<file path="config.mk">
export PLATFORM = sky130hd
export DESIGN_NAME = mark_detect_input_compensation
export DESIGN_NICKNAME = d
export VERILOG_FILES = /design/src/mark_delay_timer.v /design/src/mark_detect_input_compensation.v
export VERILOG_INCLUDE_DIRS = /design/src
export SDC_FILE = /design/constraint.sdc
export NUM_CORES = 1
export LEC_CHECK = 0
export CAP_MARGIN = 20
export CELL_PAD_IN_SITES_DETAIL_PLACEMENT = 0
export CELL_PAD_IN_SITES_GLOBAL_PLACEMENT = 2
export CORE_UTILIZATION = 29
export DETAILED_ROUTE_END_ITERATION = 6
export DONT_BUFFER_PORTS = 1
export PLACE_DENSITY_LB_ADDON = 0.15
export SLEW_MARGIN = 20
export SYNTH_ARGS = -nofsm -noshare
export SYNTH_HDL_FRONTEND = slang
export SYNTH_SLANG_ARGS = --single-unit
</file>
<file path="constraint.sdc">
create_clock -name core_clk -period 5.6 [get_ports core_clk]
set_clock_uncertainty 0.05 [all_clocks]
set_input_delay 1.12 -clock core_clk [delete_from_list [all_inputs] [get_ports core_clk]]
set_output_delay 1.12 -clock core_clk [all_outputs]
set_load 0.005 [all_outputs]
</file>
<file path="src/mark_detect_defines.vh">
// constants for the mark detection input front end
// assumes a 50 MHz core clock and a 32-bit word register port
`ifndef MARK_DETECT_DEFINES_VH
`define MARK_DETECT_DEFINES_VH

// ----------------------------------------------------------------
// clock and time base
// ----------------------------------------------------------------
`define CLK_PERIOD_NS 20
`define NS_PER_US 1000
`define CYC_PER_US (`NS_PER_US / `CLK_PERIOD_NS)
// last divider count of a microsecond, sized for the 6-bit divider
`define US_DIV_LAST 6'h31

// ----------------------------------------------------------------
// register offsets (byte addresses)
// ----------------------------------------------------------------
`define OFF_CTRL 5'h00
`define OFF_COMP 5'h04
`define OFF_STAT 5'h08
`define OFF_MASK 5'h0C
`define OFF_STAMP 5'h10
`define OFF_ACC 5'h14
`define OFF_INPUT 5'h18

// ----------------------------------------------------------------
// control register fields
// ----------------------------------------------------------------
`define CTL_ENABLE 0
`define CTL_TRAIL 1
`define CTL_SRC_LO 2
`define CTL_SRC_HI 3
`define CTL_ESTIMATE 4
`define CTL_INDIRECT 5
`define CTL_MAINBASE 6
`define CTL_MODEVAR 7
`define CTL_RESP_LO 8
`define CTL_RESP_HI 9
`define CTL_LONGCYC 10
`define CTL_SIG_LO 12
`define CTL_SIG_HI 15
`define CTL_RESET 32'h0000_0000

// trigger source codes
`define SRC_BUILTIN 2'h0
`define SRC_MODULE 2'h1
`define SRC_BITVAR 2'h2

// ----------------------------------------------------------------
// status / mask bits
// ----------------------------------------------------------------
`define ST_DETECT 0
`define ST_MODEOFF 1
`define ST_CLAMP 2
`define ST_WIDTH 3

// ----------------------------------------------------------------
// limits and accuracies (microseconds)
// ----------------------------------------------------------------
`define COMP_MAX_US 32'sd5000000
`define COMP_MIN_US (-32'sd5000000)
`define MODE_MAX 32'sd8192
`define MODE_MIN (-32'sd8192)
`define ACC_BUILTIN_US 16'h001E
`define ACC_RESP04_US 16'h0045
`define ACC_RESP06_US 16'h0085
`define ACC_RESP10_US 16'h0105
`define ACC_CYC222_US 16'h00DE
`define ACC_CYC444_US 16'h01BC

`endif

</file>
<file path="src/mark_delay_timer.v">
// one-shot microsecond delay used to postpone a trigger pulse
// assumes a one-cycle microsecond tick from the same clock domain
`timescale 1ns/100ps
`default_nettype none

module mark_delay_timer #(
	parameter WIDTH = 23
) (
	input wire core_clk,
	input wire arst_n,
	input wire usTick,
	input wire start,
	input wire [WIDTH-1:0] delayUs,
	output reg busy,
	output reg fire
);

// ----------------------------------------------------------------
// countdown
// ----------------------------------------------------------------
reg [WIDTH-1:0] remain_r; // microseconds still to wait

// start is ignored while busy: one pending event at a time
always @(posedge core_clk or negedge arst_n)
begin
	if (!arst_n)
	begin
		remain_r <= {WIDTH{1'b0}};
		busy <= 1'b0;
		fire <= 1'b0;
	end
	else
	begin
		fire <= 1'b0;
		if (!busy)
		begin
			if (start)
			begin
				// zero delay fires on the next edge
				if (delayUs == {WIDTH{1'b0}})
					fire <= 1'b1;
				else
				begin
					remain_r <= delayUs;
					busy <= 1'b1;
				end
			end
		end
		else if (usTick)
		begin
			if (remain_r == {{(WIDTH-1){1'b0}}, 1'b1})
			begin
				busy <= 1'b0;
				fire <= 1'b1;
			end
			remain_r <= remain_r - {{(WIDTH-1){1'b0}}, 1'b1};
		end
	end
end

endmodule

`default_nettype wire

</file>
<file path="src/mark_detect_input_compensation.v">
// mark detection front end: trigger select, edge, compensation
// assumes one 50 MHz clock, a periodic operation cycle tick from
// the motion core, and a simple one-cycle register port
//
// Notes on behaviour
// - leading edge mode triggers on inactive-to-active
// - trailing edge mode triggers on active-to-inactive
// - builtin inputs 1..4 usable, 30 us accuracy
// - module input accuracy follows response time setting
// - module inputs only work on main base
// - detect even while input used for homing
// - mode variable outside +-8192 disables detection
// - bit variable accuracy 222 or 444 us
// - builtin group offsets 4..F read zero
// - signed compensation shifts trigger instant
// - estimate invalid forces compensation zero
// - compensation clamped to +-5000000 us
// - indirect compensation re-read every operation cycle
// - unassigned module inputs may be trigger sources
`timescale 1ns/100ps
`default_nettype none
`include "mark_detect_defines.vh"

module mark_detect_input_compensation #(
	parameter MOD_BITS = 8,
	parameter VAR_BITS = 16
) (
	input wire core_clk,
	input wire arst_n,
	input wire [4:0] regAddr,
	input wire [31:0] regWrData,
	input wire regWr,
	input wire regRd,
	output reg [31:0] regRdData,
	input wire [3:0] builtinDigitalInput,
	input wire [MOD_BITS-1:0] proximityOrSpeedChangeInput,
	input wire [VAR_BITS-1:0] specialRelayBit,
	input wire opCycleTick,
	input wire [31:0] compWordPair,
	input wire [31:0] modeSettingVar,
	output reg markPulse,
	output reg [31:0] markStamp,
	output reg irq
);

// ----------------------------------------------------------------
// helper functions
// ----------------------------------------------------------------
// saturate a signed value into the compensation window
function [31:0] clampComp;
	input [31:0] v;
	begin
		if ($signed(v) > `COMP_MAX_US)
			clampComp = `COMP_MAX_US;
		else if ($signed(v) < `COMP_MIN_US)
			clampComp = `COMP_MIN_US;
		else
			clampComp = v;
	end
endfunction

// true when a value lies outside the window
function outOfWindow;
	input [31:0] v;
	input [31:0] lo;
	input [31:0] hi;
	begin
		outOfWindow = ($signed(v) < $signed(lo)) ||
			($signed(v) > $signed(hi));
	end
endfunction

// ----------------------------------------------------------------
// pin synchronisers
// ----------------------------------------------------------------
reg [3:0] diMeta_r; // first stage, read only by second
reg [3:0] diSync_r; // safe builtin inputs
reg [MOD_BITS-1:0] modMeta_r; // first stage
reg [MOD_BITS-1:0] modSync_r; // safe module inputs

// two flops before anything looks at a pin
always @(posedge core_clk or negedge arst_n)
begin
	if (!arst_n)
	begin
		diMeta_r <= 4'h0;
		diSync_r <= 4'h0;
		modMeta_r <= {MOD_BITS{1'b0}};
		modSync_r <= {MOD_BITS{1'b0}};
	end
	else
	begin
		diMeta_r <= builtinDigitalInput;
		diSync_r <= diMeta_r;
		modMeta_r <= proximityOrSpeedChangeInput;
		modSync_r <= modMeta_r;
	end
end

// ----------------------------------------------------------------
// registers
// ----------------------------------------------------------------
reg [31:0] ctrl_r; // steering bits
reg [31:0] compDirect_r; // direct compensation value
reg [`ST_WIDTH-1:0] status_r; // sticky events
reg [`ST_WIDTH-1:0] mask_r; // interrupt enables
reg [31:0] compCyc_r; // compensation frozen per op cycle
reg modeOff_r; // mode variable out of range
reg [31:0] usCount_r; // free microsecond timestamp
reg [5:0] usDiv_r; // clock to microsecond divider
reg usTick_r; // one cycle per microsecond
reg trigLevel_r; // previous trigger level
reg trigValid_r; // previous level is meaningful
reg [31:0] pendStamp_r; // stamp waiting on delayed fire
reg [15:0] accuracy; // current accuracy, combinational
reg trigLevel; // selected trigger level
reg trigSample; // level may be compared this cycle
reg sourceOk; // selection is usable

wire enable = ctrl_r[`CTL_ENABLE];
wire trail = ctrl_r[`CTL_TRAIL];
wire [1:0] src = ctrl_r[`CTL_SRC_HI:`CTL_SRC_LO];
wire [3:0] sigNo = ctrl_r[`CTL_SIG_HI:`CTL_SIG_LO];
wire [1:0] resp = ctrl_r[`CTL_RESP_HI:`CTL_RESP_LO];
wire [15:0] builtinGroup = {12'h000, diSync_r};

// ----------------------------------------------------------------
// trigger source selection
// ----------------------------------------------------------------
always @*
begin
	trigLevel = 1'b0;
	trigSample = 1'b0;
	sourceOk = 1'b0;
	accuracy = `ACC_BUILTIN_US;
	case (src)
	`SRC_BUILTIN:
	begin
		// only offsets 0..3 carry a real input
		trigLevel = builtinGroup[sigNo];
		trigSample = 1'b1;
		sourceOk = (sigNo < 4'h4);
		accuracy = `ACC_BUILTIN_US;
	end
	`SRC_MODULE:
	begin
		// axis use of the pin is irrelevant here
		trigLevel = modSync_r[sigNo[2:0]];
		trigSample = 1'b1;
		sourceOk = ctrl_r[`CTL_MAINBASE] && (sigNo < 4'h8);
		case (resp)
		2'h0: accuracy = `ACC_RESP04_US;
		2'h1: accuracy = `ACC_RESP06_US;
		default: accuracy = `ACC_RESP10_US;
		endcase
	end
	`SRC_BITVAR:
	begin
		// bit variables only change once per operation cycle
		trigLevel = specialRelayBit[sigNo];
		trigSample = opCycleTick;
		sourceOk = 1'b1;
		accuracy = ctrl_r[`CTL_LONGCYC] ? `ACC_CYC444_US :
			`ACC_CYC222_US;
	end
	default:
	begin
		sourceOk = 1'b0;
	end
	endcase
end

// ----------------------------------------------------------------
// edge qualification
// ----------------------------------------------------------------
wire qualified = enable && sourceOk && !modeOff_r && trigSample;
wire edgeHit = qualified && trigValid_r &&
	(trail ? (trigLevel_r && !trigLevel) :
	(!trigLevel_r && trigLevel));

// remember the last level; restart after any reconfiguration
always @(posedge core_clk or negedge arst_n)
begin
	if (!arst_n)
	begin
		trigLevel_r <= 1'b0;
		trigValid_r <= 1'b0;
	end
	else if (regWr && regAddr == `OFF_CTRL)
		trigValid_r <= 1'b0; // avoids a false edge on reselect
	else if (qualified)
	begin
		trigLevel_r <= trigLevel;
		trigValid_r <= 1'b1;
	end
	else if (!enable || !sourceOk || modeOff_r)
		trigValid_r <= 1'b0;
end

// ----------------------------------------------------------------
// operation cycle sampling of variables
// ----------------------------------------------------------------
wire [31:0] compRaw = ctrl_r[`CTL_INDIRECT] ? compWordPair :
	compDirect_r;
wire [31:0] compEff = ctrl_r[`CTL_ESTIMATE] ? clampComp(compRaw) :
	32'h0000_0000;
wire compClamped = ctrl_r[`CTL_ESTIMATE] &&
	outOfWindow(compRaw, `COMP_MIN_US, `COMP_MAX_US);
wire modeBad = ctrl_r[`CTL_MODEVAR] &&
	outOfWindow(modeSettingVar, `MODE_MIN, `MODE_MAX);

// variables are taken once per cycle, steady in between
always @(posedge core_clk or negedge arst_n)
begin
	if (!arst_n)
	begin
		compCyc_r <= 32'h0000_0000;
		modeOff_r <= 1'b0;
	end
	else if (opCycleTick)
	begin
		compCyc_r <= compEff;
		modeOff_r <= modeBad;
	end
end

// ----------------------------------------------------------------
// microsecond time base
// ----------------------------------------------------------------
always @(posedge core_clk or negedge arst_n)
begin
	if (!arst_n)
	begin
		usDiv_r <= 6'h00;
		usTick_r <= 1'b0;
		usCount_r <= 32'h0000_0000;
	end
	else
	begin
		usTick_r <= 1'b0;
		if (usDiv_r == `US_DIV_LAST)
		begin
			usDiv_r <= 6'h00;
			usTick_r <= 1'b1;
			usCount_r <= usCount_r + 32'h0000_0001;
		end
		else
			usDiv_r <= usDiv_r + 6'h01;
	end
end

// ----------------------------------------------------------------
// compensation: positive backdates, negative postpones
// ----------------------------------------------------------------
// a positive value cannot fire early, so the stamp carries it;
// a negative value really delays the pulse by that many us
wire compNeg = compCyc_r[31];
wire [31:0] compMag = compNeg ? (32'h0000_0000 - compCyc_r) : 32'h0000_0000;
wire delayBusy;
wire delayFire;

mark_delay_timer #(
	.WIDTH(23)
) delayUnit (
	.core_clk(core_clk),
	.arst_n(arst_n),
	.usTick(usTick_r),
	.start(edgeHit && compNeg),
	.delayUs(compMag[22:0]),
	.busy(delayBusy),
	.fire(delayFire)
);

// at most one pulse per event, none for a delayed edge while busy; the stamp is the compensated instant
always @(posedge core_clk or negedge arst_n)
begin
	if (!arst_n)
	begin
		markPulse <= 1'b0;
		markStamp <= 32'h0000_0000;
		pendStamp_r <= 32'h0000_0000;
	end
	else
	begin
		markPulse <= 1'b0;
		if (delayFire)
		begin
			markPulse <= 1'b1;
			markStamp <= pendStamp_r;
		end
		else if (edgeHit && !compNeg)
		begin
			markPulse <= 1'b1;
			markStamp <= usCount_r - compCyc_r;
		end
		if (edgeHit && compNeg && !delayBusy)
			pendStamp_r <= usCount_r - compCyc_r;
	end
end

// ----------------------------------------------------------------
// register writes, sticky status and interrupt
// ----------------------------------------------------------------
wire [`ST_WIDTH-1:0] events = {compClamped && opCycleTick,
	modeBad && opCycleTick, edgeHit};
wire [`ST_WIDTH-1:0] w1c = (regWr && regAddr == `OFF_STAT) ?
	regWrData[`ST_WIDTH-1:0] : {`ST_WIDTH{1'b0}};

// a new event in the clearing cycle survives the clear
always @(posedge core_clk or negedge arst_n)
begin
	if (!arst_n)
	begin
		ctrl_r <= `CTL_RESET;
		compDirect_r <= 32'h0000_0000;
		status_r <= {`ST_WIDTH{1'b0}};
		mask_r <= {`ST_WIDTH{1'b0}};
		irq <= 1'b0;
	end
	else
	begin
		if (regWr && regAddr == `OFF_CTRL)
			ctrl_r <= regWrData;
		if (regWr && regAddr == `OFF_COMP)
			compDirect_r <= regWrData;
		if (regWr && regAddr == `OFF_MASK)
			mask_r <= regWrData[`ST_WIDTH-1:0];
		status_r <= (status_r & ~w1c) | events;
		irq <= |(((status_r & ~w1c) | events) & mask_r);
	end
end

// ----------------------------------------------------------------
// register reads, data in the following cycle
// ----------------------------------------------------------------
always @(posedge core_clk or negedge arst_n)
begin
	if (!arst_n)
		regRdData <= 32'h0000_0000;
	else if (regRd)
	begin
		case (regAddr)
		`OFF_CTRL: regRdData <= ctrl_r;
		`OFF_COMP: regRdData <= compCyc_r;
		`OFF_STAT: regRdData <= {29'h0000_0000, status_r};
		`OFF_MASK: regRdData <= {29'h0000_0000, mask_r};
		`OFF_STAMP: regRdData <= markStamp;
		`OFF_ACC: regRdData <= {16'h0000, accuracy};
		`OFF_INPUT: regRdData <= {16'h0000, builtinGroup};
		default: regRdData <= 32'h0000_0000; // unmapped reads zero
		endcase
	end
	else
		regRdData <= 32'h0000_0000;
end

endmodule

`default_nettype wire

</file>
---- After elaboration in Yosys (flattened, before gate mapping) ----
Index checks and enable logic that the tools add are counted.
storage, ports and cells
  register bits ........................... 291
  bits in latches ......................... 0
  memory bits (writable) .................. 0
  memory bits (read-only) ................. 0
  output and inout port bits .............. 66
  memories ................................ 0
cells by class
  $add $sub $neg .......................... 5
  multiply operators ...................... 0
  div/mod/pow operators ................... 0
  order comparisons ....................... 8
  eq/ne operators ......................... 13
  shift operators ......................... 0
  multiplexer cells ....................... 44
  bitwise gates (word level) .............. 5
  reductions and logical operators ........ 41
operator list
  cell                   number
  $mux 32                7
  $pmux 32 s7            1
  $mux 23                5
  $pmux 9 s2             2
  $add 32x1->32 const B  1
  $gt 32x15->1 const B   1
  $gt 32x24->1 const B   1
  $lt 32x14->1 const B   1
  $lt 32x24->1 const B   1
  $sub 32x32->32         1
  $eq 23x1->1 const B    1
  $logic_not 23->1       1
  $sub 1x23->23 const A  1
  $sub 23x1->23 const B  1
  $mux 1                 20
  $logic_and 1x1->1      19
  $eq 5x5->1 const B     3
  $eq 5x4->1 const B     2
  $mux 9                 1
  $bmux 1 s4             2
  $logic_not 1->1        7
  $add 6x1->6 const B    1
  $and 3x3->3            2
  $eq 6x6->1 const B     1
  26 further kinds       33

---- Depth between registers and ports, before layout ----
  depth in word-level cells ............... 11
  depth in mapped cells ................... 15

---- Modules after synthesis ----
From an unflattened synthesis, not the netlist that was laid out.
second synthesis, totals
  cell total of the unflattened synthesis .. 1518
  area, all modules ....................... 15557.4 µm²
modules (own cells, without submodules)
  module                          times used  cells an instance  area an instance (µm²)
  mark_detect_input_compensation  1           1318               13884.6
  mark_delay_timer                1           200                1672.9

---- Worst setup path after synthesis ----
Ideal clock, no wire load.
  path type ............................... input to register
  from .................................... input specialRelayBit[15]
  to ...................................... register pendStamp_r[21]
  data arrival time ....................... 3.678 ns
  data required time ...................... 5.425 ns
  setup slack ............................. 1.747 ns
  cell stages on the path ................. 8
  cells stage by stage .................... mux4_2 > mux2_2 > a32oi_1 > and4_1 > nor2_1 > nor4_2 > clkbuf_1 > mux2_2
between the ends
  word-level cells in the longest chain between the ends .. 9
  elaborated cells on any way between the ends .. 10
ends and longest elaborated chain
  element                             line                                  text
  from (decl)                         mark_detect_input_compensation.v:37   input wire [VAR_BITS-1:0] specialRelayBit,
  $bmux 1 s4 (*)                      mark_detect_input_compensation.v:160  trigLevel = specialRelayBit[sigNo];
  $mux 1 (implied by the code) (*)    mark_detect_input_compensation.v:160
  $pmux 1 s3 (*)                      mark_detect_input_compensation.v:136  case (src)
  $logic_not 1->1                     mark_detect_input_compensation.v:178  (trail ? (trigLevel_r && !trigLevel) :
  $logic_and 1x1->1                   mark_detect_input_compensation.v:178
  $mux 1 (*)                          mark_detect_input_compensation.v:178
  $logic_and 1x1->1 (*)               mark_detect_input_compensation.v:177  wire edgeHit = qualified && trigValid_r &&
  $logic_and 1x1->1 (*) (2 in a row)  mark_detect_input_compensation.v:296  if (edgeHit && compNeg && !delayBusy)
  to (signal assigned)                mark_detect_input_compensation.v:297  pendStamp_r <= usCount_r - compCyc_r;
  to (decl)                           mark_detect_input_compensation.v:114  reg [31:0] pendStamp_r;
Mark *: on every way between the ends. The rest lies on a longest branch, timed or not. The select of a mux whose other input is x is not followed.
A chain may end at the register's enable or synchronous reset.

---- Worst setup path in the final report ----
  from .................................... register ctrl_r[12]
  to ...................................... register markStamp[30]
between the ends
  word-level cells in the longest chain between the ends .. 10
  elaborated cells on any way between the ends .. 22
ends and longest elaborated chain
  element                          line                                  text
  from (decl)                      mark_detect_input_compensation.v:103  reg [31:0] ctrl_r;
  from (signal assigned)           mark_detect_input_compensation.v:314  ctrl_r <= `CTL_RESET;
  from (signal assigned)           mark_detect_input_compensation.v:323  ctrl_r <= regWrData;
  $lt 4x4->1                       mark_detect_input_compensation.v:150  sourceOk = ctrl_r[`CTL_MAINBASE] && (sigNo < 4'h8);
  $logic_and 1x1->1                mark_detect_input_compensation.v:150
  $pmux 1 s3                       mark_detect_input_compensation.v:136
  $logic_and 1x1->1 (3 in a row)   mark_detect_input_compensation.v:176  wire qualified = enable && sourceOk && !modeOff_r && trigSample;
  $logic_and 1x1->1                mark_detect_input_compensation.v:177
  $logic_and 1x1->1 (*)            mark_detect_input_compensation.v:177
  $logic_and 1x1->1 (*)            mark_detect_input_compensation.v:291  else if (edgeHit && !compNeg)
  $reduce_bool 2->1 (no line) (*)  -
  to (signal assigned)             mark_detect_input_compensation.v:289  markStamp <= pendStamp_r;
  to (signal assigned)             mark_detect_input_compensation.v:294  markStamp <= usCount_r - compCyc_r;
  to (decl)                        mark_detect_input_compensation.v:42   output reg [31:0] markStamp,
Marked as above.

==> flow_summary.ini <==
[setup_path]
cp.required_ns = 6.03
rrSetupSlack_ns = 1.48
cp_slowest_cell = or3_2
endpoint_kind = flip-flop
path_cells = mux4_2 > mux2i_1 > o32a_1 > a2111oi_0 > nor2_1 > or3_2 > or4_1 > nand3_1
rr_worst_depth = 8
worstPathArrival_ns = 4.54
slowest_delay_ns = 0.87
crit_path_max_fanout = 30
start_kind = flip-flop
critical_path_class = flip-flop to flip-flop
reg2reg_to = markStamp[30]
timing.rr.start = ctrl_r[12]

[floorplan]
die_w_um = 233.6
dieArea_um2 = 54580
initial_core_util_pct = 29.49
coreArea_um2 = 52760
std_cell_rows = 84
io-pin-count = 200
die_h_um = 233.6

[global_routing]
antenna_found_initial = 0
grt_pass1_vias = 12260
grt_max_degree = 292
overflow = 0
grt_first_pass_wirelength_mm = 81.17
grt_usage_pct = 19.90

[pwr]
p_clk_share_pct = 38.4
power.total_mw = 6.183
p_sw_mw = 1.927
powerDensity_nw_per_um2 = 352.9
seqPwrFrac_pct = 39.2
irDropWorstVdd_mv = 0.2004
p_leak_nw = 7.693
swShare_pct = 31.16
p_comb_share_pct = 22.3
internal-power_mw = 4.256

[synth]
yosysWarnings = 0
yosysMostFrequentCell = dfrtp_1
yosysSeqAreaShare_pct = 46.80
syn_nets = 1732
yosys_register_bits = 291
avgSynthCellArea_um2 = 10.01
synth_area_leaders = dfrtp_1, mux2_2, nor2_1, ha_1, mux2i_1
synth_common_cells = dfrtp_1, nor2_1, nand2_1
synthCells = 1554
yosys.area.top_type = dfrtp_1
yosysTopAreaCellShare_pct = 46.80
synth_ff_type = dfrtp_1
async_flop_share_pct = 100.0
synth_area_um2 = 15560
synth_edf_count = 0
synth.distinct_cells = 76

[drt]
drc = 10
dr.pass1.iters = 7
via_per_inst = 5.322
routed_wirelength_mm = 53.21
drt-wirelength-per-cell_um = 23.64
first_iter_violations = 843
ant_nets = 0
vias = 11980

[clocking]
cts_sinks = 291
htree_levels = 2
cts_buffers = 35
insertion_delay_ns = 0.55
cts_tree = yes
clk_pin_slew_ns = 0.06
cts_root_buf = clkbuf_16
clk_path_buf_depth = 3
cts-resized-gates = 0
cts_hold_buf = 0
cts_setup_buffers = 0

[final_layout]
fin_nets = 1717
fin_util_pct = 33.21
nFillCells = 5449
stdcell_area_um2 = 17520
final-seq-area_um2 = 7284
drive_gt1_share_pct = 13.82
multiInputGateArea_um2 = 7795
antenna_cells = 0
synthToLayoutAreaGrowth_pct = 12.62

[timing]
rsz0062_at_grt = false
maxSlewViolCount = 0
setup_viol = 0
worst_pin_slew_ns = 1.098
post-route-period-util_pct = 73.48
finalSetupTns_ns = 0
max_freq_mhz = 243.0
hold_viol = 0
layout_min_cycle_time_ns = 4.115
slew-limit-headroom_pct = 26.82

[outcome]
violations = design-rule violations
status = finished, violations left

[place]
placed_area_um2 = 16340
portBuffers = 0
dp_hpwl_mm = 38.43
place.gp.congestion = 0.7943

[hold_path]
hp-class = primary input to async pin

[job]
drv_cap = 0
-- flip-flops by register name, indices dropped and copies added (netlist names), 6 cells and up --
name / cells
usCount_r: 32
delayUnit.remain_r: 23
regRdData: 32
pendStamp_r: 32
markStamp: 32
modSync_r: 8
ctrl_r: 32
compCyc_r: 32
modMeta_r: 8
usDiv_r: 6
compDirect_r: 32
-- routing by layer --
layer  up-vias  part of all wire (%)  GRT usage [%]
li1       5625                     -              -
met1      6056                    46          26.53
met2       246                    48          33.32
met3        53                   4.0          2.991
met4         0                   2.0          5.418
met5         -                     0              0
-- per-stage QoR --
| step | worst slack, ns | std cells | hold slack (ns) |
|---|---|---|---|
| after floorplan | 1.747 | 1554 | 0.2812 |
| after global placement | 1.219 | 2190 | 0.2847 |
| after detailed placement | 1.192 | 2190 | 0.2847 |
| after CTS | 1.446 | 2251 | 0.2033 |
| after global routing | 1.132 | 2251 | 0.2133 |
| final | 1.485 | 2251 | 0.2399 |
-- cell type report --
class	instances	area share [%]
timing repair buffer	23	1.057
clock inverter	12	0.8212
tap	688	4.913
multi-input combinational	1131	44.49
inverter	57	1.221
sequential	291	41.57
clock buffer	49	5.927
-- kinds of logic after synthesis --
kind of cell               share of synthesized area, %
and+or+nand+nor                                   14.93
AOI/OAI and AO/OA                                 15.10
DFF                                               46.80
muxes                                             11.91
buffers and inverters                             3.273
xor gates and xnor gates                          4.391
adders and majority gates                         3.587
-- worst max path at each step --
stage / cells past startpoint / startpoint / slack, ns / to
floorplan: 8 / specialRelayBit[15] / 1.75 / pendStamp_r[21]
global placement: 8 / specialRelayBit[5] / 1.22 / markStamp[28]
detailed placement: 8 / specialRelayBit[5] / 1.19 / markStamp[30]
CTS: 8 / ctrl_r[12] / 1.45 / markStamp[30]
global route: 10 / ctrl_r[12] / 1.13 / markStamp[28]
finish: 8 / ctrl_r[12] / 1.48 / markStamp[30]
-- cells in the final DEF, fill, tap and decap left out, drive strengths merged, types with 23 or more instances in the layout --
master / count
a21oi: 42
a22oi: 35
a31oi: 44
buf: 23
clkbuf: 49
dfrtp: 291
ha: 43
inv: 57
mux2: 104
mux2i: 52
nand2: 128
nand3: 40
nor2: 164
nor3: 37
o21ai: 87
o22ai: 31
xnor2: 57
-- worst max-delay path, delay by kind of cell (launching register included) --
kind / cells / cell delay, ns
simple gates: 4 / 1.84
compound gates: 2 / 0.97
flops: 1 / 0.73
mux: 2 / 0.42
-- power by group through the flow --
stage / clock, mW / sequential, mW / combinational (mW)
after floorplan: 0 / 2.37 / 1.03
after global placement: 0 / 2.46 / 1.38
after detailed placement: 0 / 2.47 / 1.38
after CTS: 2.46 / 2.43 / 1.39
after global routing: 2.52 / 2.45 / 1.52
final: 2.38 / 2.43 / 1.38
Power figures use the tool's default switching activity.
